==> src/bls_pkg.sv <==
// Shared constants, types and register map of the link mode sequencer.
package bls_pkg;

  // Register word offsets on the Avalon-MM word address.
  localparam logic [3:0] REG_MODE = 4'h0;
  localparam logic [3:0] REG_CONFIG = 4'h1;
  localparam logic [3:0] REG_RF = 4'h2;
  localparam logic [3:0] REG_RETRY = 4'h3;
  localparam logic [3:0] REG_ADDR = 4'h4;
  localparam logic [3:0] REG_IRQ_STS = 4'h5;
  localparam logic [3:0] REG_IRQ_MSK = 4'h6;
  localparam logic [3:0] REG_RSSI = 4'h7;
  localparam logic [3:0] REG_STATUS = 4'h8;

  // Field positions.
  localparam int CFG_AUTO_ACK_BIT = 0;
  localparam int CFG_RATE_BIT = 1;
  localparam int CFG_BURST_LSB = 4;
  localparam int RF_CHAN_LSB = 0;
  localparam int RF_POWER_LSB = 8;
  localparam int RSSI_START_BIT = 0;
  localparam int RSSI_MODE_BIT = 1;
  localparam int RSSI_BUSY_BIT = 8;
  localparam int RSSI_MODE_RD_BIT = 9;

  // Interrupt status and mask bits.
  localparam int IRQ_W = 6;
  localparam int IRQ_TX_DONE = 0;
  localparam int IRQ_RX_OK = 1;
  localparam int IRQ_RX_BAD = 2;
  localparam int IRQ_MAX_RETRY = 3;
  localparam int IRQ_RSSI_DONE = 4;
  localparam int IRQ_WAKE = 5;

  // Packet information flag bits.
  localparam int FLAG_ACK_REQ = 0;
  localparam int FLAG_IS_ACK = 1;
  localparam int FLAG_ERR = 2;

  // Mode command codes written to the mode register.
  localparam logic [2:0] MODE_STBY = 3'h0;
  localparam logic [2:0] MODE_TX = 3'h1;
  localparam logic [2:0] MODE_RX = 3'h2;
  localparam logic [2:0] MODE_LP = 3'h3;
  localparam logic [2:0] MODE_DEEP = 3'h4;

  // Reset values.
  localparam logic [31:0] CONFIG_RST = 32'h00000011;
  localparam logic [31:0] RF_RST = 32'h00000000;
  localparam logic [31:0] RETRY_RST = 32'h00000003;
  localparam logic [7:0] ADDR_RST = 8'h00;

  // Radio figures.
  localparam logic [5:0] NUM_CHANNELS = 6'h28;
  localparam logic [7:0] BT_X100 = 8'h32;
  localparam logic [7:0] MOD_IDX_1M_X100 = 8'h32;
  localparam logic [7:0] MOD_IDX_2M_X100 = 8'h20;

  // Timing: times in microseconds, counts derived from the clock rate.
  localparam int CLK_MHZ = 200;
  localparam int ACK_TIMEOUT_US = 250;
  localparam int WAKE_LP_US = 10;
  localparam int WAKE_DEEP_US = 150;
  localparam int ACK_TIMEOUT_CYC = ACK_TIMEOUT_US * CLK_MHZ;
  localparam int WAKE_LP_CYC = WAKE_LP_US * CLK_MHZ;
  localparam int WAKE_DEEP_CYC = WAKE_DEEP_US * CLK_MHZ;

  // Check value generator.
  localparam logic [15:0] CRC_INIT = 16'hFFFF;
  localparam logic [15:0] CRC_POLY = 16'h1021;

  typedef enum logic [2:0] {
    ST_STBY = 3'b000,
    ST_TX = 3'b001,
    ST_ACKWAIT = 3'b011,
    ST_RX = 3'b010,
    ST_RXACK = 3'b110,
    ST_LP = 3'b111,
    ST_DEEP = 3'b101,
    ST_WAKE = 3'b100
  } bls_state_type;

  typedef struct packed {
    logic valid;
    logic first;
    logic last;
    logic [7:0] data;
  } bls_rx_byte_type;

  typedef struct packed {
    logic valid;
    logic addr_ok;
    logic crc_ok;
    logic [7:0] flags;
  } bls_rx_result_type;

  typedef struct packed {
    logic [5:0] channel;
    logic rate_2m;
    logic [2:0] power;
    logic [7:0] mod_index;
    logic [7:0] bt;
  } bls_rf_type;

endpackage

==> src/bls_rx_check.sv <==
// Received packet checker: address match, flag capture and check value test.
module bls_rx_check
(
  input wire logic clk_in,
  input wire logic rst_in,
  input wire logic ce_in,
  input wire logic [7:0] own_addr_in,
  input wire bls_pkg::bls_rx_byte_type byte_in,
  output bls_pkg::bls_rx_result_type result_out
);

  logic [15:0] crc;
  logic [1:0] pos;
  logic addr_ok;
  logic [7:0] flags;
  logic [15:0] next_crc;

  // One byte step of the check value, MSB first.
  function automatic logic [15:0] crc_step(input logic [15:0] c, input logic [7:0] d);
    logic [15:0] r;
    r = c ^ {d, 8'h00};
    for (int i = 0; i < 8; i++)
    begin
      r = r[15] ? ((r << 1) ^ bls_pkg::CRC_POLY) : (r << 1);
    end
    return r;
  endfunction

  // The check value runs over the whole packet, received check bytes included.
  always_comb
  begin
    next_crc = crc_step(byte_in.first ? bls_pkg::CRC_INIT : crc, byte_in.data);
  end

  // Byte position: first byte is the address, second the flag byte.
  always_ff @(posedge clk_in)
  begin
    if (rst_in)
    begin
      crc <= bls_pkg::CRC_INIT;
      pos <= 2'h0;
      addr_ok <= 1'b0;
      flags <= 8'h00;
    end
    else if (ce_in && byte_in.valid)
    begin
      crc <= next_crc;
      if (byte_in.first)
      begin
        addr_ok <= (byte_in.data == own_addr_in);
        pos <= 2'h1;
      end
      else if (pos == 2'h1)
      begin
        flags <= byte_in.data;
        pos <= 2'h2;
      end
    end
  end

  // Verdict pulse on the last byte; a zero residue means the value matched.
  always_ff @(posedge clk_in)
  begin
    if (rst_in)
    begin
      result_out <= '0;
    end
    else if (ce_in)
    begin
      result_out.valid <= byte_in.valid && byte_in.last;
      if (byte_in.valid && byte_in.last)
      begin
        result_out.crc_ok <= (next_crc == 16'h0000);
        result_out.addr_ok <= byte_in.first ? (byte_in.data == own_addr_in) : addr_ok;
        result_out.flags <= (pos == 2'h1) ? byte_in.data : flags;
      end
    end
  end

endmodule

==> src/bls_sequencer.sv <==
// Link mode sequencer: mode control, auto acknowledge, retransmit and registers.
// How it works
// - Auto-ack: send, await ack, then standby.
// - Retransmit on error ack or none.
// - No auto-ack: send then straight standby.
// - Programmable burst of several packets.
// - Receive on selected channel and rate.
// - Check address, flags and check value.
// - Auto-ack receive: answer ack, back to receive.
// - Receive lasts until host commands standby.
// - Quick sleep entry; deep wake takes longer.
// - Data rate selectable, one or two Mbps.
// - Forty selectable channels.
// - Eight transmit power levels.
// - BT one half; index by rate.
// - External power amplifier control output.
// - Single-shot signal strength readable when done.
// - Maskable interrupt output for status events.
// - Register access over the host bus.
//
// Chosen here: the address map and the Avalon-MM register port.
module bls_sequencer
#(
  parameter int ACK_TIMEOUT_CYC = bls_pkg::ACK_TIMEOUT_CYC,
  parameter int WAKE_DEEP_CYC = bls_pkg::WAKE_DEEP_CYC
)
(
  input wire logic clk_in,
  input wire logic rst_in,
  input wire logic ce_in,
  input wire logic [3:0] avs_address_in,
  input wire logic avs_read_in,
  input wire logic avs_write_in,
  input wire logic [31:0] avs_writedata_in,
  input wire logic [3:0] avs_byteenable_in,
  output logic [31:0] avs_readdata_out,
  output logic avs_waitrequest_out,
  output logic irq_out,
  output logic tx_start_out,
  output logic tx_is_ack_out,
  input wire logic tx_done_in,
  input wire bls_pkg::bls_rx_byte_type rx_byte_in,
  output logic rx_en_out,
  output logic pa_en_out,
  output logic [1:0] sleep_out,
  output bls_pkg::bls_rf_type rf_out,
  output logic rssi_start_out,
  output logic rssi_mode_out,
  input wire logic rssi_done_in,
  input wire logic [7:0] rssi_value_in
);

  bls_pkg::bls_state_type state;
  bls_pkg::bls_rx_result_type rx_res;
  logic [31:0] cfg;
  logic [31:0] rf_reg;
  logic [31:0] retry_cfg;
  logic [7:0] own_addr;
  logic [bls_pkg::IRQ_W-1:0] irq_sts;
  logic [bls_pkg::IRQ_W-1:0] irq_msk;
  logic [bls_pkg::IRQ_W-1:0] events;
  logic [4:0] fsm_ev;
  logic rssi_ev;
  logic [7:0] rssi_value;
  logic rssi_busy;
  logic rssi_mode;
  logic cmd_valid;
  logic [2:0] cmd_code;
  logic [31:0] cnt;
  logic [3:0] retries;
  logic [3:0] burst_left;
  logic wr_take;
  logic rd_take;
  logic auto_ack;
  logic ack_good;
  logic ack_bad;
  logic [3:0] burst_cfg;

  // Merge write data into a register under the byte enables.
  function automatic logic [31:0] be_merge(input logic [31:0] old, input logic [31:0] wd,
                                           input logic [3:0] be);
    logic [31:0] r;
    r = old;
    for (int b = 0; b < 4; b++)
    begin
      if (be[b])
      begin
        r[b*8 +: 8] = wd[b*8 +: 8];
      end
    end
    return r;
  endfunction

  // A request is taken at the edge where waitrequest is still high.
  assign wr_take = avs_write_in && avs_waitrequest_out;
  assign rd_take = avs_read_in && avs_waitrequest_out;
  assign auto_ack = cfg[bls_pkg::CFG_AUTO_ACK_BIT];
  assign burst_cfg = cfg[bls_pkg::CFG_BURST_LSB +: 4];
  assign ack_good = rx_res.valid && rx_res.addr_ok && rx_res.crc_ok
                    && rx_res.flags[bls_pkg::FLAG_IS_ACK] && !rx_res.flags[bls_pkg::FLAG_ERR];
  assign ack_bad = rx_res.valid && rx_res.addr_ok && rx_res.crc_ok
                   && rx_res.flags[bls_pkg::FLAG_IS_ACK] && rx_res.flags[bls_pkg::FLAG_ERR];
  // Sequencer events 0 to 3 keep their status bit positions; the wake event sits above the measure event.
  assign events = {fsm_ev[4], rssi_ev, fsm_ev[3:0]};

  bls_rx_check u_check
  (
    .clk_in(clk_in),
    .rst_in(rst_in),
    .ce_in(ce_in),
    .own_addr_in(own_addr),
    .byte_in(rx_byte_in),
    .result_out(rx_res)
  );

  // Bus handshake with one wait cycle.
  // Waitrequest idles high so that every access sees the same fixed latency.
  always_ff @(posedge clk_in)
  begin
    if (rst_in)
    begin
      avs_waitrequest_out <= 1'b1;
    end
    else if (ce_in)
    begin
      avs_waitrequest_out <= !((avs_read_in || avs_write_in) && avs_waitrequest_out);
    end
  end

  // Read data mux.
  // Unmapped words read as zero.
  always_ff @(posedge clk_in)
  begin
    if (rst_in)
    begin
      avs_readdata_out <= 32'h00000000;
    end
    else if (ce_in && rd_take)
    begin
      case (avs_address_in)
        bls_pkg::REG_MODE: avs_readdata_out <= {29'h0, state};
        bls_pkg::REG_CONFIG: avs_readdata_out <= cfg;
        bls_pkg::REG_RF: avs_readdata_out <= rf_reg;
        bls_pkg::REG_RETRY: avs_readdata_out <= retry_cfg;
        bls_pkg::REG_ADDR: avs_readdata_out <= {24'h0, own_addr};
        bls_pkg::REG_IRQ_STS: avs_readdata_out <= {26'h0, irq_sts};
        bls_pkg::REG_IRQ_MSK: avs_readdata_out <= {26'h0, irq_msk};
        bls_pkg::REG_RSSI: avs_readdata_out <= {22'h0, rssi_mode, rssi_busy, rssi_value};
        bls_pkg::REG_STATUS: avs_readdata_out <= {24'h0, burst_left, retries};
        default: avs_readdata_out <= 32'h00000000;
      endcase
    end
  end

  // Configuration registers written by software.
  always_ff @(posedge clk_in)
  begin
    if (rst_in)
    begin
      cfg <= bls_pkg::CONFIG_RST;
      rf_reg <= bls_pkg::RF_RST;
      retry_cfg <= bls_pkg::RETRY_RST;
      own_addr <= bls_pkg::ADDR_RST;
      irq_msk <= '0;
    end
    else if (ce_in && wr_take)
    begin
      case (avs_address_in)
        bls_pkg::REG_CONFIG: cfg <= be_merge(cfg, avs_writedata_in, avs_byteenable_in);
        bls_pkg::REG_RF: rf_reg <= be_merge(rf_reg, avs_writedata_in, avs_byteenable_in);
        bls_pkg::REG_RETRY: retry_cfg <= be_merge(retry_cfg, avs_writedata_in, avs_byteenable_in);
        bls_pkg::REG_ADDR:
        begin
          if (avs_byteenable_in[0])
          begin
            own_addr <= avs_writedata_in[7:0];
          end
        end
        bls_pkg::REG_IRQ_MSK:
        begin
          if (avs_byteenable_in[0])
          begin
            irq_msk <= avs_writedata_in[bls_pkg::IRQ_W-1:0];
          end
        end
        default:
        begin
        end
      endcase
    end
  end

  // Mode command strobe, one cycle per write to the mode register.
  always_ff @(posedge clk_in)
  begin
    if (rst_in)
    begin
      cmd_valid <= 1'b0;
      cmd_code <= bls_pkg::MODE_STBY;
    end
    else if (ce_in)
    begin
      cmd_valid <= wr_take && avs_byteenable_in[0] && (avs_address_in == bls_pkg::REG_MODE);
      cmd_code <= avs_writedata_in[2:0];
    end
  end

  // Sticky status, set wins over clear.
  // A one written to a status bit clears it unless an event hits the same cycle.
  always_ff @(posedge clk_in)
  begin
    if (rst_in)
    begin
      irq_sts <= '0;
      irq_out <= 1'b0;
    end
    else if (ce_in)
    begin
      if (wr_take && avs_byteenable_in[0] && (avs_address_in == bls_pkg::REG_IRQ_STS))
      begin
        irq_sts <= (irq_sts & ~avs_writedata_in[bls_pkg::IRQ_W-1:0]) | events;
      end
      else
      begin
        irq_sts <= irq_sts | events;
      end
      irq_out <= |(irq_sts & irq_msk);
    end
  end

  // Single-shot signal strength measurement.
  // Busy stays high until the result is latched, so a read of the value is safe once clear.
  always_ff @(posedge clk_in)
  begin
    if (rst_in)
    begin
      rssi_start_out <= 1'b0;
      rssi_busy <= 1'b0;
      rssi_mode <= 1'b0;
      rssi_value <= 8'h00;
      rssi_ev <= 1'b0;
    end
    else if (ce_in)
    begin
      rssi_start_out <= 1'b0;
      rssi_ev <= 1'b0;
      if (rssi_busy && rssi_done_in)
      begin
        rssi_value <= rssi_value_in;
        rssi_busy <= 1'b0;
        rssi_ev <= 1'b1;
      end
      else if (!rssi_busy && wr_take && avs_byteenable_in[0]
               && (avs_address_in == bls_pkg::REG_RSSI)
               && avs_writedata_in[bls_pkg::RSSI_START_BIT])
      begin
        rssi_mode <= avs_writedata_in[bls_pkg::RSSI_MODE_BIT];
        rssi_busy <= 1'b1;
        rssi_start_out <= 1'b1;
      end
    end
  end

  // Main mode sequencer.
  // Retry and burst counts are four bits; a burst setting of zero sends one packet.
  always_ff @(posedge clk_in)
  begin
    if (rst_in)
    begin
      state <= bls_pkg::ST_STBY;
      cnt <= 32'h00000000;
      retries <= 4'h0;
      burst_left <= 4'h0;
      tx_start_out <= 1'b0;
      tx_is_ack_out <= 1'b0;
      fsm_ev <= 5'h00;
    end
    else if (ce_in)
    begin
      tx_start_out <= 1'b0;
      fsm_ev <= 5'h00;
      case (state)
        bls_pkg::ST_STBY:
        begin
          if (cmd_valid)
          begin
            case (cmd_code)
              bls_pkg::MODE_TX:
              begin
                burst_left <= (burst_cfg == 4'h0) ? 4'h1 : burst_cfg;
                retries <= 4'h0;
                tx_is_ack_out <= 1'b0;
                tx_start_out <= 1'b1;
                state <= bls_pkg::ST_TX;
              end
              bls_pkg::MODE_RX: state <= bls_pkg::ST_RX;
              bls_pkg::MODE_LP: state <= bls_pkg::ST_LP;
              bls_pkg::MODE_DEEP: state <= bls_pkg::ST_DEEP;
              default: state <= bls_pkg::ST_STBY;
            endcase
          end
        end
        bls_pkg::ST_TX:
        begin
          if (cmd_valid && cmd_code == bls_pkg::MODE_STBY)
          begin
            state <= bls_pkg::ST_STBY;
          end
          else if (tx_done_in)
          begin
            if (auto_ack)
            begin
              cnt <= 32'h00000000;
              state <= bls_pkg::ST_ACKWAIT;
            end
            else
            begin
              fsm_ev[bls_pkg::IRQ_TX_DONE] <= 1'b1;
              if (burst_left > 4'h1)
              begin
                burst_left <= burst_left - 4'h1;
                tx_start_out <= 1'b1;
              end
              else
              begin
                burst_left <= 4'h0;
                state <= bls_pkg::ST_STBY;
              end
            end
          end
        end
        bls_pkg::ST_ACKWAIT:
        begin
          cnt <= cnt + 32'h00000001;
          if (cmd_valid && cmd_code == bls_pkg::MODE_STBY)
          begin
            state <= bls_pkg::ST_STBY;
          end
          else if (ack_good)
          begin
            fsm_ev[bls_pkg::IRQ_TX_DONE] <= 1'b1;
            retries <= 4'h0;
            if (burst_left > 4'h1)
            begin
              burst_left <= burst_left - 4'h1;
              tx_start_out <= 1'b1;
              state <= bls_pkg::ST_TX;
            end
            else
            begin
              burst_left <= 4'h0;
              state <= bls_pkg::ST_STBY;
            end
          end
          else if (ack_bad || cnt >= 32'(ACK_TIMEOUT_CYC - 1))
          begin
            if (retries >= retry_cfg[3:0])
            begin
              fsm_ev[bls_pkg::IRQ_MAX_RETRY] <= 1'b1;
              state <= bls_pkg::ST_STBY;
            end
            else
            begin
              retries <= retries + 4'h1;
              tx_start_out <= 1'b1;
              state <= bls_pkg::ST_TX;
            end
          end
        end
        bls_pkg::ST_RX:
        begin
          // Only a standby command ends receive.
          if (cmd_valid && cmd_code == bls_pkg::MODE_STBY)
          begin
            state <= bls_pkg::ST_STBY;
          end
          else if (rx_res.valid)
          begin
            if (rx_res.addr_ok && rx_res.crc_ok && !rx_res.flags[bls_pkg::FLAG_IS_ACK])
            begin
              fsm_ev[bls_pkg::IRQ_RX_OK] <= 1'b1;
              if (auto_ack && rx_res.flags[bls_pkg::FLAG_ACK_REQ])
              begin
                tx_is_ack_out <= 1'b1;
                tx_start_out <= 1'b1;
                state <= bls_pkg::ST_RXACK;
              end
            end
            else if (rx_res.addr_ok)
            begin
              fsm_ev[bls_pkg::IRQ_RX_BAD] <= 1'b1;
            end
          end
        end
        bls_pkg::ST_RXACK:
        begin
          if (tx_done_in)
          begin
            tx_is_ack_out <= 1'b0;
            state <= bls_pkg::ST_RX;
          end
        end
        bls_pkg::ST_LP, bls_pkg::ST_DEEP:
        begin
          if (cmd_valid && cmd_code == bls_pkg::MODE_STBY)
          begin
            cnt <= (state == bls_pkg::ST_DEEP) ? 32'(WAKE_DEEP_CYC) : 32'(bls_pkg::WAKE_LP_CYC);
            state <= bls_pkg::ST_WAKE;
          end
        end
        bls_pkg::ST_WAKE:
        begin
          cnt <= cnt - 32'h00000001;
          if (cnt <= 32'h00000001)
          begin
            fsm_ev[4] <= 1'b1;
            state <= bls_pkg::ST_STBY;
          end
        end
        default: state <= bls_pkg::ST_STBY;
      endcase
    end
  end

  // Radio front-end controls follow the state one cycle later.
  always_ff @(posedge clk_in)
  begin
    if (rst_in)
    begin
      pa_en_out <= 1'b0;
      rx_en_out <= 1'b0;
      sleep_out <= 2'h0;
    end
    else if (ce_in)
    begin
      pa_en_out <= (state == bls_pkg::ST_TX) || (state == bls_pkg::ST_RXACK);
      rx_en_out <= (state == bls_pkg::ST_RX) || (state == bls_pkg::ST_ACKWAIT);
      sleep_out <= (state == bls_pkg::ST_DEEP) ? 2'h2 : ((state == bls_pkg::ST_LP) ? 2'h1 : 2'h0);
    end
  end

  // Channel, rate, power and modulation settings for the modem.
  always_ff @(posedge clk_in)
  begin
    if (rst_in)
    begin
      rf_out <= '0;
      rssi_mode_out <= 1'b0;
    end
    else if (ce_in)
    begin
      rf_out.channel <= (rf_reg[bls_pkg::RF_CHAN_LSB +: 6] < bls_pkg::NUM_CHANNELS)
                        ? rf_reg[bls_pkg::RF_CHAN_LSB +: 6] : bls_pkg::NUM_CHANNELS - 6'h01;
      rf_out.rate_2m <= cfg[bls_pkg::CFG_RATE_BIT];
      rf_out.power <= rf_reg[bls_pkg::RF_POWER_LSB +: 3];
      rf_out.mod_index <= cfg[bls_pkg::CFG_RATE_BIT] ? bls_pkg::MOD_IDX_2M_X100
                                                      : bls_pkg::MOD_IDX_1M_X100;
      rf_out.bt <= bls_pkg::BT_X100;
      rssi_mode_out <= rssi_mode;
    end
  end

endmodule

==> config.mk <==
export PLATFORM = sky130hd
export DESIGN_NAME = bls_sequencer
export DESIGN_NICKNAME = d
export VERILOG_FILES = /design/src/bls_pkg.sv /design/src/bls_rx_check.sv /design/src/bls_sequencer.sv
export SDC_FILE = /design/constraint.sdc
export NUM_CORES = 1
export LEC_CHECK = 0
export BUFFER_PORTS_ARGS = -buffer_cell sky130_fd_sc_hd__buf_2
export CAP_MARGIN = 20
export CORE_MARGIN = 8
export CORE_UTILIZATION = 59
export CTS_CLUSTER_SIZE = 28
export DETAILED_ROUTE_END_ITERATION = 8
export PLACE_DENSITY = 0.91
export SYNTH_ARGS = -nofsm -noshare
export SYNTH_HDL_FRONTEND = slang
export SYNTH_SLANG_ARGS = --single-unit
==> constraint.sdc <==
create_clock -name clk_in -period 2.87 [get_ports clk_in]
set_input_delay 0.4305 -clock clk_in [delete_from_list [all_inputs] [get_ports clk_in]]
set_output_delay 0.4305 -clock clk_in [all_outputs]
set_load 0.02 [all_outputs]
# --- After elaboration in Yosys (flattened, before gate mapping) ---
# Index checks and enable logic that the tools add are counted.
totals:
  register_bits: 273
  inputBits: 66
  output_inout_bits: 68
  wordCells: 296
op_classes:
  n_addsub: 4
  order_cmp: 5
  eq_ne: 44
  muxes: 108
  bitwise_logic: 16
  n_reduce_logical: 70
ops:
  columns: ["operator", "n"]
  rows:
  - ["32-bit one-hot mux with 9 select lines", 1]
  - ["32-bit 2-to-1 mux", 4]
  - ["32-bit one-hot mux with 4 select lines", 1]
  - ["13-bit 2-to-1 mux", 8]
  - ["4-bit 2-to-1 mux", 15]
  - ["1-bit 2-to-1 mux", 45]
  - ["3-bit 2-to-1 mux", 15]
  - ["3-bit AND reduction", 15]
  - ["32-bit by 1-bit adder with 32-bit output (second input constant)", 1]
  - ["32-bit by 16-bit greater-or-equal comparator with 1-bit output (second input constant)", 1]
  - ["32-bit by 1-bit less-or-equal comparator with 1-bit output (second input constant)", 1]
  - ["32-bit by 1-bit subtractor with 32-bit output (second input constant)", 1]
  - ["2-bit inequality test (second input constant)", 13]
  - ["1-bit logical AND", 24]
  - ["3-bit inverter", 8]
  - ["3-bit one-hot mux with 7 select lines", 1]
  - ["9-bit AND reduction", 2]
  - ["4-bit by 3-bit equality test with 1-bit output (second input constant)", 4]
  - ["16-bit logical NOT", 1]
  - ["16-bit 2-to-1 mux", 1]
  - ["16-bit bitwise XOR", 1]
  - ["3-bit equality test (second input constant)", 5]
  - ["15-bit 2-to-1 mux", 1]
  - ["3-bit inequality test (second input constant)", 5]
  - ["other kinds (42)", 73]

# --- Logic depth before layout (Yosys ltp) ---
# Gate-level depths: netlist (run 1).
depth:
  ltp_word: 19
  mapped_depth: 9
  depth_no_buf: 8

# --- Hierarchy ---
# Synthesis (run 1) repeated with hierarchy kept, for this count alone.
unflattened:
  hier_cells: 1643
  hier_area_um2: 13596.8
modules_own_cells:
  columns: ["module", "instances", "cells_per_inst", "area_each_um2", "seq_area_each_um2"]
  rows:
  - ["bls_sequencer", 1, 1399, 11484.8, 4664.5]
  - ["bls_rx_check", 1, 244, 2112.0, 760.7]

# --- Worst setup path after synthesis (run 1) ---
# No wires, ideal clock.
synth_path:
  kind: "register -> register"
  from: "register cnt[16]"
  to: "register state[1]"
  setup_ps: 122
  arrival_time_ps: 2306
  required_ps: 2748
  slack_ps: 442
  stages_incl_launch_ff: 9
  path_buffers: 2
  period_less_slack_ps: 2428
  path_cell_list: "dfxtp_1 -> buf_6 -> or4_4 -> buf_6 -> or2_4 -> or4_4 -> a21o_1 -> nand3b_4 -> mux2i_1"
synth_between:
  elab_chain_cells: 4
  elab_cells_between_ends: 6
  cone_classes: "order compare (2); eq/ne (2); reduce/logical (2)"
synth_lines:
  columns: ["element", "line_no", "source"]
  rows:
  - ["start: declaration", "bls_sequencer.sv:69", "logic [31:0] cnt;"]
  - ["start signal: assignment", "bls_sequencer.sv:334", "cnt <= cnt + 32'h00000001;"]
  - ["start signal: assignment", "bls_sequencer.sv:407", "cnt <= (state == bls_pkg::ST_DEEP) ? 32'(WAKE_DEEP_CYC) : 32'(bls_pkg::WAKE_LP_CYC);"]
  - ["start signal: assignment", "bls_sequencer.sv:413", "cnt <= cnt - 32'h00000001;"]
  - ["32-bit by 16-bit greater-or-equal comparator with 1-bit output", "bls_sequencer.sv:355", "else if (ack_bad || cnt >= 32'(ACK_TIMEOUT_CYC - 1))"]
  - ["1-bit logical OR", "bls_sequencer.sv:355", null]
  - ["4-bit inequality test (no source line)", null, null]
  - ["11-bit AND reduction (no source line) *", null, null]
  - ["end signal: assignment", "bls_sequencer.sv:352", "state <= bls_pkg::ST_STBY;"]
  - ["end signal: assignment", "bls_sequencer.sv:360", "state <= bls_pkg::ST_STBY;"]
  - ["end signal: assignment", "bls_sequencer.sv:366", "state <= bls_pkg::ST_TX;"]
  - ["end: declaration", "bls_sequencer.sv:53", "bls_pkg::bls_state_type state;"]
# Every way passes the cells marked *; elsewhere a longest branch is shown, timed or not.
# A chain may end at the register's enable or synchronous reset.

# --- Final worst setup path (run 1) ---
layout_path:
  from: "register cnt[16]"
  to: "register retries[0]"
layout_between:
  elab_chain_cells: 4
layout_lines:
  columns: ["element", "line_no", "source"]
  rows:
  - ["32-bit by 16-bit greater-or-equal comparator with 1-bit output", "bls_sequencer.sv:355", null]
  - ["1-bit logical OR", "bls_sequencer.sv:355", null]
  - ["3-bit inequality test (no source line)", null, null]
  - ["7-bit AND reduction (no source line)", null, null]
  - ["end signal: assignment", "bls_sequencer.sv:364", "retries <= retries + 4'h1;"]
  - ["end: declaration", "bls_sequencer.sv:70", "logic [3:0] retries;"]
# Every way passes these cells.

==> results of run 1 <==
## cell families after synthesis
family	synth area share [%]
buffers and inverters	5.31
multiplexers	9.39
AO/OA/AOI/OAI	19.5
other	0.0288
XOR/XNOR	3.43
adder cells (fa/ha/maj)	0.961
AND/OR/NAND/NOR	21.3
flip-flops	40.1
## power by group
group | internal [mW] | total (mW) | switching (mW)
sequential | 3.66 | 3.70 | 0.0428
clock | 2.51 | 4.07 | 1.56
combinational | 0.186 | 0.556 | 0.370
total | 6.36 | 8.33 | 1.97
## path summary, 6_finish.rpt
check | startpoint | end
setup / recovery | cnt[16] | retries[0]
hold / removal | rssi_value_in[7] | rssi_value[7]
setup reg to reg | cnt[16] | retries[0]
hold reg to reg | fsm_ev[1] | fsm_ev[1]
## cell usage in the layout, fill, tap and decap left out, drive strengths merged, types with 12 or more instances in the layout
master	Yosys	layout
nor4	25	25
a22oi	22	22
nand2	138	138
inv	36	36
a31oi	20	20
xor2	21	21
a211oi	17	17
a21oi	113	113
nor2	259	259
dfxtp	261	261
mux2i	121	121
nand4	15	15
nor3	33	33
a22o	14	14
o211ai	16	16
xnor2	30	30
a222oi	28	28
or4	12	12
o21ai	63	63
nand3	44	44
buf	25	180
clkbuf	104	35
## worst max-delay path, delay by kind of cell, from the launching register on
family | cells | cell delay, ps
AOI/OAI and AO/OA | 3 | 1050
DFF | 1 | 390
and+or+nand+nor | 3 | 1030
## through the flow
| step | setup WS (ps) | area (sq um) | hold WS, ps | total power, mW | util [%] |
|---|---|---|---|---|---|
| CTS | 365 | 15000 | 84.3 | 8.32 | 68.7 |
| finish | 284 | 15000 | 84.7 | 8.33 | 68.9 |
| detailed placement | 385 | 13900 | 450 | 4.31 | 63.9 |
| floorplan | 442 | 13100 | 436 | 4.14 | - |
| global placement | 455 | 13900 | 445 | 4.30 | 63.9 |
| global route | 149 | 15000 | 102 | 8.55 | 68.9 |
## layout make-up
class	instances	area (sq um)	share of cell area, %
multi-input combinational	1164	7140	47.6
sequential	261	5230	34.9
timing repair buffer	180	1080	7.22
clock buffer	35	757	5.05
tap	280	350	2.34
clock inverter	16	292	1.95
inverter	37	139	0.927
antenna	1	2.50	0.0167
## per-layer routing
layer  share of wire [%]  up-vias  routed length (microns)  track usage, %
met5                   0        -                        0               0
met4                 5.9        0                     2410            14.9
met3                  10      233                     4280            6.56
met2                  46      848                    18900            47.6
met1                  37     6171                    15300            35.2
li1                    -     5878                        -               -
==> run_results.csv, run 1 <==
group,metric,value,unit
run_status,run_status,"completed",
routing,finalWirelength,40900,microns
synthesis,yosysTopAreaCell,"dfxtp_1",
synthesis,netlist_area,13000,sq um
power,peakVddDrop,574,uV
synthesis,yosys.area.top_type_share,40.1,%
global_routing,grt_overflow,0,
routing,drt-initial-drc-count,1983,
critical_path,cp_data_arrival_time,3010,ps
sta,period_share,90.1,%
clock_network,htree_levels,1,
place,gp_congestion,1.01,
global_routing,antenna_found_initial,1,
clock_network,cts_root_buf,"clkbuf_16",
cells_and_area,finalNonFillerCells,1974,
critical_path,worstPathCellList,"or4_4 -> nor2_1 -> nand3_1 -> o31ai_1 -> o41ai_1 -> a41o_1",
floorplan,rows,54,
cells_and_area,drive_gt1_share,14.9,%
routing,viasPerCell,6.65,
cells_and_area,n_fill_cell,1615,
routing,drc,0,
routing,dr_total_vias,13100,
synthesis,ys_ff_latch,261,
floorplan,dieArea,27100,sq um
routing,first_pass_iters,9,
job,drv_cap,0,
critical_path,worstPathMaxFanout,10,
min_path,hp-class,"primary input to register",
routing,routedWlPerCell,20.7,microns
critical_path,critPathLaunchType,"register",
critical_path,critical-path-max-stage-delay,650,ps
place,dp_hpwl,27700,microns
routing,drt.antenna.violating_nets,0,
clock_network,ctsHoldBuffers,0,
synthesis,ys.flop_type,"dfxtp_1",
sta,min_period,2590,ps
power,leakage,5.64,nW
global_routing,grt_pass1_wl,64700,microns
critical_path,rrSetupSlack,280,ps
power,p_per_area,556,nW/um^2
place,dp_cells,1921,
clock_network,clock-sinks,261,
clock_network,cts.path.max_buffers,3,
critical_path,cp-end-kind,"register",
floorplan,initial_core_util,59.8,%
clock_network,post_cts_buffers,0,
sta,max_freq,387,MHz
global_routing,grt_use_total,29.0,%
sta,grt_setup_unrepaired,"false",
synthesis,synth_edf_count,0,
synthesis,yosysSeqAreaShare,40.1,%
clock_network,cts_resized,0,
synthesis,synth_cells,1582,
global_routing,grt_start_max_net_pins,94,
critical_path,crit_type,"register to register",
floorplan,io_pins,134,
clock_network,cts_tree,"yes",
synthesis,synthTopCellsByCount,"261 x dfxtp_1, 259 x nor2_1, 138 x nand2_1, 121 x mux2i_1, 113 x a21oi_1",
synthesis,synth_area_per_cell,8.23,sq um
synthesis,synth.most_common_cell,"dfxtp_1",
sta,hold_violations,0,
place,io_buffer_count,123,
clock_network,path_clk_slew,60,ps
sta,maxSlewHeadroom,35.5,%
sta,clock_skew,55.7,ps
cells_and_area,nets,1748,
clock_network,cts-buffers-inserted,28,
global_routing,grt_pass1_vias,12600,
synthesis,synth_warnings,0,
cells_and_area,area_delta_synth_final,15.1,%
critical_path,crit_slowest_cell,"o31ai_1",
synthesis,yosysUniqueCellTypes,81,
sta,worst_pin_slew,967,ps
critical_path,reg2reg_depth,6,
critical_path,crit_required,3300,ps
floorplan,die_y,165,microns
floorplan,dieWidth,165,microns
floorplan,coreArea,21800,sq um
sta,tns,0,ps
synthesis,synthArstFlopShare,0,%
min_path,min_path_cells,3,
sta,final_max_slew_viol_count,0,
sta,finalSetupViolations,0,
synthesis,synth_area_leaders,"dfxtp_1 40%, mux2i_1 9.3%, nor2_1 7.5%",
clock_network,clk_latency,580,ps
Power figures use the tool's default switching activity.
==> run 2, diff against run 1 <==
--- a/config.mk
+++ b/config.mk
@@ -7,11 +7,12 @@
 export LEC_CHECK = 0
 export BUFFER_PORTS_ARGS = -buffer_cell sky130_fd_sc_hd__buf_2
 export CAP_MARGIN = 20
+export CORE_ASPECT_RATIO = 2
 export CORE_MARGIN = 8
-export CORE_UTILIZATION = 59
+export CORE_UTILIZATION = 50
 export CTS_CLUSTER_SIZE = 28
 export DETAILED_ROUTE_END_ITERATION = 8
-export PLACE_DENSITY = 0.91
+export PLACE_DENSITY = 0.8
 export SYNTH_ARGS = -nofsm -noshare
 export SYNTH_HDL_FRONTEND = slang
 export SYNTH_SLANG_ARGS = --single-unit
==> run 2 against run 1 <==
Effect of this change: utilization decreased by 11 points; total power decreased by 6.2%; register-to-register slack about the same; global-route usage decreased by 1.6 points; clock power decreased by 13%; largest cell class unchanged; largest power group is now sequential cells.
==> run_results.csv, run 2 (synthesis gave the netlist of run 1 again) <==
group,metric,value,unit
run_status,run_status,"completed",
floorplan,rows,83,
clock_network,clock-sinks,261,
place,dp_hpwl,32000,microns
clock_network,path_clk_slew,70,ps
cells_and_area,area_delta_synth_final,14.8,%
place,io_buffer_count,123,
routing,drt.antenna.violating_nets,0,
power,leakage,5.61,nW
min_path,holdCritStartpoint,"rssi_value_in[2]",
routing,routedWlPerCell,21.7,microns
sta,maxSlewHeadroom,38.6,%
critical_path,crit_required,3330,ps
clock_network,cts-buffers-inserted,24,
floorplan,coreArea,25700,sq um
clock_network,cts_root_buf,"clkbuf_16",
global_routing,grt_use_total,27.4,%
power,power,7.81,mW
sta,hold_violations,0,
routing,viasPerCell,6.27,
critical_path,worstPathCellList,"or3b_2 -> a21oi_1 -> or2_2 -> and2_0 -> buf_4 -> a31oi_1 -> o21ai_0",
floorplan,dieWidth,130,microns
clock_network,cts_resized,0,
sta,period_share,89.7,%
clock_network,ctsHoldBuffers,0,
sta,max_freq,389,MHz
floorplan,initial_core_util,50.8,%
routing,finalWirelength,44100,microns
sta,worst_pin_slew,914,ps
cells_and_area,nets,1757,
min_path,min_path_cells,3,
routing,drt-initial-drc-count,1225,
sta,min_period,2570,ps
clock_network,clk_latency,540,ps
sta,grt_setup_unrepaired,"false",
floorplan,io_pins,134,
sta,finalSetupViolations,0,
critical_path,reg2reg_depth,7,
global_routing,grt_pass1_vias,12700,
global_routing,grt_pass1_wl,68600,microns
global_routing,grt_overflow,0,
sta,clock_skew,10.5,ps
routing,first_pass_iters,6,
global_routing,grt_start_max_net_pins,70,
floorplan,dieArea,31800,sq um
critical_path,critPathLaunchType,"register",
min_path,holdPathEnd,"rssi_value[2]",
critical_path,cp_data_arrival_time,3030,ps
global_routing,antenna_found_initial,2,
routing,dr_total_vias,12800,
job,drv_cap,0,
critical_path,crit_slowest_cell,"dfxtp_1",
clock_network,htree_levels,1,
clock_network,post_cts_buffers,0,
sta,whs,132,ps
sta,tns,0,ps
critical_path,rrSetupSlack,300,ps
critical_path,r2r_end,"cnt[13]",
critical_path,critical-path-max-stage-delay,580,ps
routing,drc,0,
floorplan,die_y,244,microns
clock_network,cts_tree,"yes",
critical_path,r2r_start,"state[0]",
cells_and_area,final_cell_mix,"261 x dfxtp_1, 259 x nor2_1, 138 x nand2_1",
min_path,hp-class,"primary input to register",
sta,final_max_slew_viol_count,0,
critical_path,cp-end-kind,"register",
clock_network,cts.path.max_buffers,3,
cells_and_area,drive_gt1_share,15.3,%
critical_path,crit_type,"register to register",
place,gp_congestion,1.06,
power,peakVddDrop,478,uV
power,p_per_area,523,nW/um^2
critical_path,worstPathMaxFanout,12,
cells_and_area,final_common_cell,"dfxtp_1",
## run 2: cell types whose count changed in the layout (fill, tap and decap cells not counted), sizes merged
cell,change
buf,+13
bufinv,-3
clkbuf,-4
clkinv,-4
clkinvlp,+1
diode,+1
inv,+1
## run 2: worst max-delay path by stage
| stage | from | end | slack, ps | cells past startpoint |
|---|---|---|---|---|
| finish | state[0] | cnt[13] | 300 | 7 |
| global route | u_check.result_out[1] | tx_start_out | 120 | 6 |
| CTS | cnt[16] | cnt[29] | 330 | 6 |
| detailed placement | cnt[16] | cnt[29] | 350 | 6 |
| global placement | cnt[11] | cnt[19] | 350 | 6 |
| floorplan | cnt[16] | state[1] | 440 | 8 |
## run 2: critical path, delay by kind of cell (launching register included)
kind | cells | cell delay (ps)
compound gates | 3 | 350
buf+inv | 1 | 270
flops | 1 | 580
simple gates | 3 | 1290
## run 2: stage by stage
| stage | setup slack [ps] | instances | util [%] | area [sq um] |
|---|---|---|---|---|
| after floorplan | 442 | 1591 | - | 13100 |
| after global placement | 346 | 1995 | 54.9 | 14100 |
| after detailed placement | 348 | 1995 | 54.9 | 14100 |
| after CTS | 328 | 2037 | 58.2 | 14900 |
| after global routing | 118 | 2039 | 58.3 | 14900 |
| final | 297 | 2039 | 58.3 | 14900 |
## run 2: final cells by class
| cell class | count | area [sq um] |
|---|---|---|
| inverter | 37 | 139 |
| clock inverter | 11 | 175 |
| fill | 2342 | 10700 |
| antenna | 2 | 5.00 |
| clock buffer | 31 | 688 |
| multi-input combinational | 1164 | 7140 |
| sequential | 261 | 5230 |
| timing repair buffer | 193 | 1150 |
| tap | 340 | 425 |
## run 2: report_power, final
part           internal [mW]  switching (mW)
registers               3.66          0.0420
clock network           2.06            1.49
logic                  0.186           0.377
total                   5.91            1.90
## run 2: metal layers
| metal | global-route usage (%) | up-vias | part of all wire (%) |
|---|---|---|---|
| met5 | 0 | - | 0 |
| met4 | 23.8 | 0 | 8.7 |
| met3 | 4.93 | 217 | 6.4 |
| met2 | 48.0 | 622 | 52 |
| met1 | 26.8 | 6065 | 33 |
| li1 | - | 5873 | - |
==> run 3, diff against run 2 <==
--- a/config.mk
+++ b/config.mk
@@ -5,6 +5,7 @@
 export SDC_FILE = /design/constraint.sdc
 export NUM_CORES = 1
 export LEC_CHECK = 0
+export ABC_AREA = 1
 export BUFFER_PORTS_ARGS = -buffer_cell sky130_fd_sc_hd__buf_2
 export CAP_MARGIN = 20
 export CORE_ASPECT_RATIO = 2
==> run 3 against run 2 <==
Effect of this change: total power increased by 16%; fmax increased by 12%; utilization decreased by 1.3 points; non-clock buffer count decreased by 35; critical path depth increased by 4; clock-buffer cell count increased by 5; sequential power increased by 5%; critical path type unchanged; critical endpoint is now burst_left[0].
==> run_results.csv, run 3 <==
group,metric,value,unit
critical_path,worstPathCellList,"inv_2 -> nor2_4 -> nand2_1 -> buf_4 -> a21oi_2 -> nor4_1 -> nand2_1 -> inv_2 -> nand2_1 -> nand2_1 -> nor2_1",
global_routing,grt_util_met3,4.73,%
critical_path,critPathLaunchType,"register",
global_routing,grt_pass1_vias,14600,
routing,drc,0,
critical_path,crit_slowest_cell,"dfxtp_1",
synthesis,synthArstFlopShare,0,%
cells_and_area,drive_gt1_share,12.6,%
cells_and_area,final_common_cell,"nand2_1",
power,leakage,6.56,nW
global_routing,busiest_layer,"met2",
clock_network,path_clk_slew,70,ps
clock_network,post_cts_buffers,0,
place,dp_hpwl,37100,microns
cells_and_area,num_antenna_cells,0,
sta,maxSlewHeadroom,54.8,%
cells_and_area,final_cell_mix,"498 x nand2_1, 291 x nor2_1, 261 x dfxtp_1",
critical_path,crit_family,"simple AND/OR/NAND/NOR gates",
synthesis,ys.flop_type,"dfxtp_1",
global_routing,grt_use_total,29.2,%
min_path,hp-class,"primary input to register",
synthesis,synth_cells,2083,
routing,viasPerCell,5.76,
critical_path,worstPathMaxFanout,12,
floorplan,coreArea,26900,sq um
critical_path,crit_type,"register to register",
sta,whs,142,ps
synthesis,synth.most_common_cell,"nand2_1",
routing,finalWirelength,49800,microns
synthesis,synth_edf_count,0,
floorplan,io_pins,134,
cells_and_area,nets,2254,
floorplan,dieArea,33100,sq um
clock_network,cts_resized,0,
routing,dr_total_vias,14600,
critical_path,cp-end-kind,"register",
clock_network,clock-sinks,261,
cells_and_area,utilization,56.9,%
synthesis,synth_area_leaders,"dfxtp_1 38%, nand2_1 14%, nor2_1 8.0%",
clock_network,cts-buffers-inserted,24,
synthesis,yosysTopAreaCell,"dfxtp_1",
critical_path,cp_data_arrival_time,2770,ps
routing,drt.antenna.violating_nets,0,
routing,first_pass_iters,6,
sta,hold_violations,0,
critical_path,cp.buffers_inverters,3,
clock_network,htree_levels,1,
routing,routedWlPerCell,19.6,microns
synthesis,synth_warnings,0,
cells_and_area,n_fill_cell,2684,
sta,grt_setup_unrepaired,"false",
cells_and_area,fin_area,15300,sq um
sta,final_max_slew_viol_count,0,
floorplan,initial_core_util,50.6,%
run_status,run_status,"completed",
synthesis,netlist_area,13600,sq um
min_path,min_path_cells,3,
floorplan,rows,85,
critical_path,path_depth,11,
floorplan,die_y,249,microns
sta,tns,0,ps
synthesis,yosysSeqAreaShare,38.4,%
sta,period_share,80.3,%
global_routing,antenna_found_initial,0,
clock_network,cts_tree,"yes",
clock_network,cts.path.max_buffers,3,
cells_and_area,seqCellArea,5230,sq um
sta,min_period,2300,ps
global_routing,grt_overflow,0,
synthesis,ys_ff_latch,261,
global_routing,grt_util_met2,53.4,%
job,drv_cap,0,
clock_network,cts_root_buf,"clkbuf_16",
critical_path,crit_required,3330,ps
synthesis,synth_area_per_cell,6.54,sq um
global_routing,grt_start_max_net_pins,58,
global_routing,grt_pass1_wl,76900,microns
clock_network,clk_latency,540,ps
synthesis,yosys.area.top_type_share,38.4,%
sta,max_freq,434,MHz
clock_network,ctsHoldBuffers,0,
place,io_buffer_count,123,
power,p_per_area,591,nW/um^2
sta,worst_pin_slew,674,ps
critical_path,reg2reg_depth,11,
cells_and_area,multi_input_area,7180,sq um
critical_path,critical-path-max-stage-delay,700,ps
global_routing,use_met1,27.1,%
synthesis,yosysUniqueCellTypes,50,
cells_and_area,area_delta_synth_final,12.5,%
place,placed_area,14500,sq um
synthesis,synthTopCellsByCount,"498 x nand2_1, 291 x nor2_1, 261 x dfxtp_1, 196 x a21oi_1, 196 x o21ai_0",
sta,clock_skew,14.1,ps
sta,finalSetupViolations,0,
critical_path,crit_top_cell,"nand2_1",
power,peakVddDrop,571,uV
routing,drt-initial-drc-count,876,
floorplan,dieWidth,133,microns
place,gp_congestion,1.02,
-- run 3: cell families after synthesis --
| kind of cell | after synthesis | share of synthesized area [%] |
|---|---|---|
| adder cells (fa/ha/maj) | 10 | 0.919 |
| buffers and inverters | 292 | 9.11 |
| other | 1 | 0.0275 |
| XOR/XNOR | 17 | 1.09 |
| AO/OA/AOI/OAI | 488 | 19.3 |
| flip-flops | 261 | 38.4 |
| AND/OR/NAND/NOR | 1014 | 31.2 |
-- run 3: area by class of cell --
class	instances	area share (%)
multi-input cells	1539	46.9
clock inverters	7	0.588
well taps	348	2.84
inverters	194	4.79
repair buffers	158	6.00
flip-flops and latches	261	34.1
clock buffers	36	4.75
-- run 3: through the flow --
| stage | worst slack [ps] | power [mW] | cells |
|---|---|---|---|
| after CTS | 615 | 9.02 | 2543 |
| after floorplan | 1250 | 5.16 | 2092 |
| after global placement | 665 | 5.66 | 2500 |
| after global routing | 377 | 9.38 | 2543 |
| after detailed placement | 620 | 5.69 | 2500 |
| final | 566 | 9.04 | 2543 |
-- run 3: final timing paths --
kind	to	slack, ps	start
setup / recovery	burst_left[0]	570	state[0]
hold / removal	retry_cfg[1]	140	avs_writedata_in[1]
setup reg to reg	burst_left[0]	570	state[0]
hold reg to reg	cfg[26]	460	cfg[26]
-- run 3: worst min-delay path, cell delays in order --
cell and delay, ps:
buf_2 90, nand2_1 50, o211ai_1 70
-- run 3: layer usage --
layer | vias up | routed length [microns]
met5 | - | 0
met4 | 0 | 4990
met3 | 272 | 3040
met2 | 683 | 25300
met1 | 6703 | 16400
li1 | 6988 | -
-- run 3: power by group --
part	internal (mW)	switching, mW
clock network	1.93	1.44
registers	3.72	0.144
logic	0.523	1.28
total	6.18	2.87
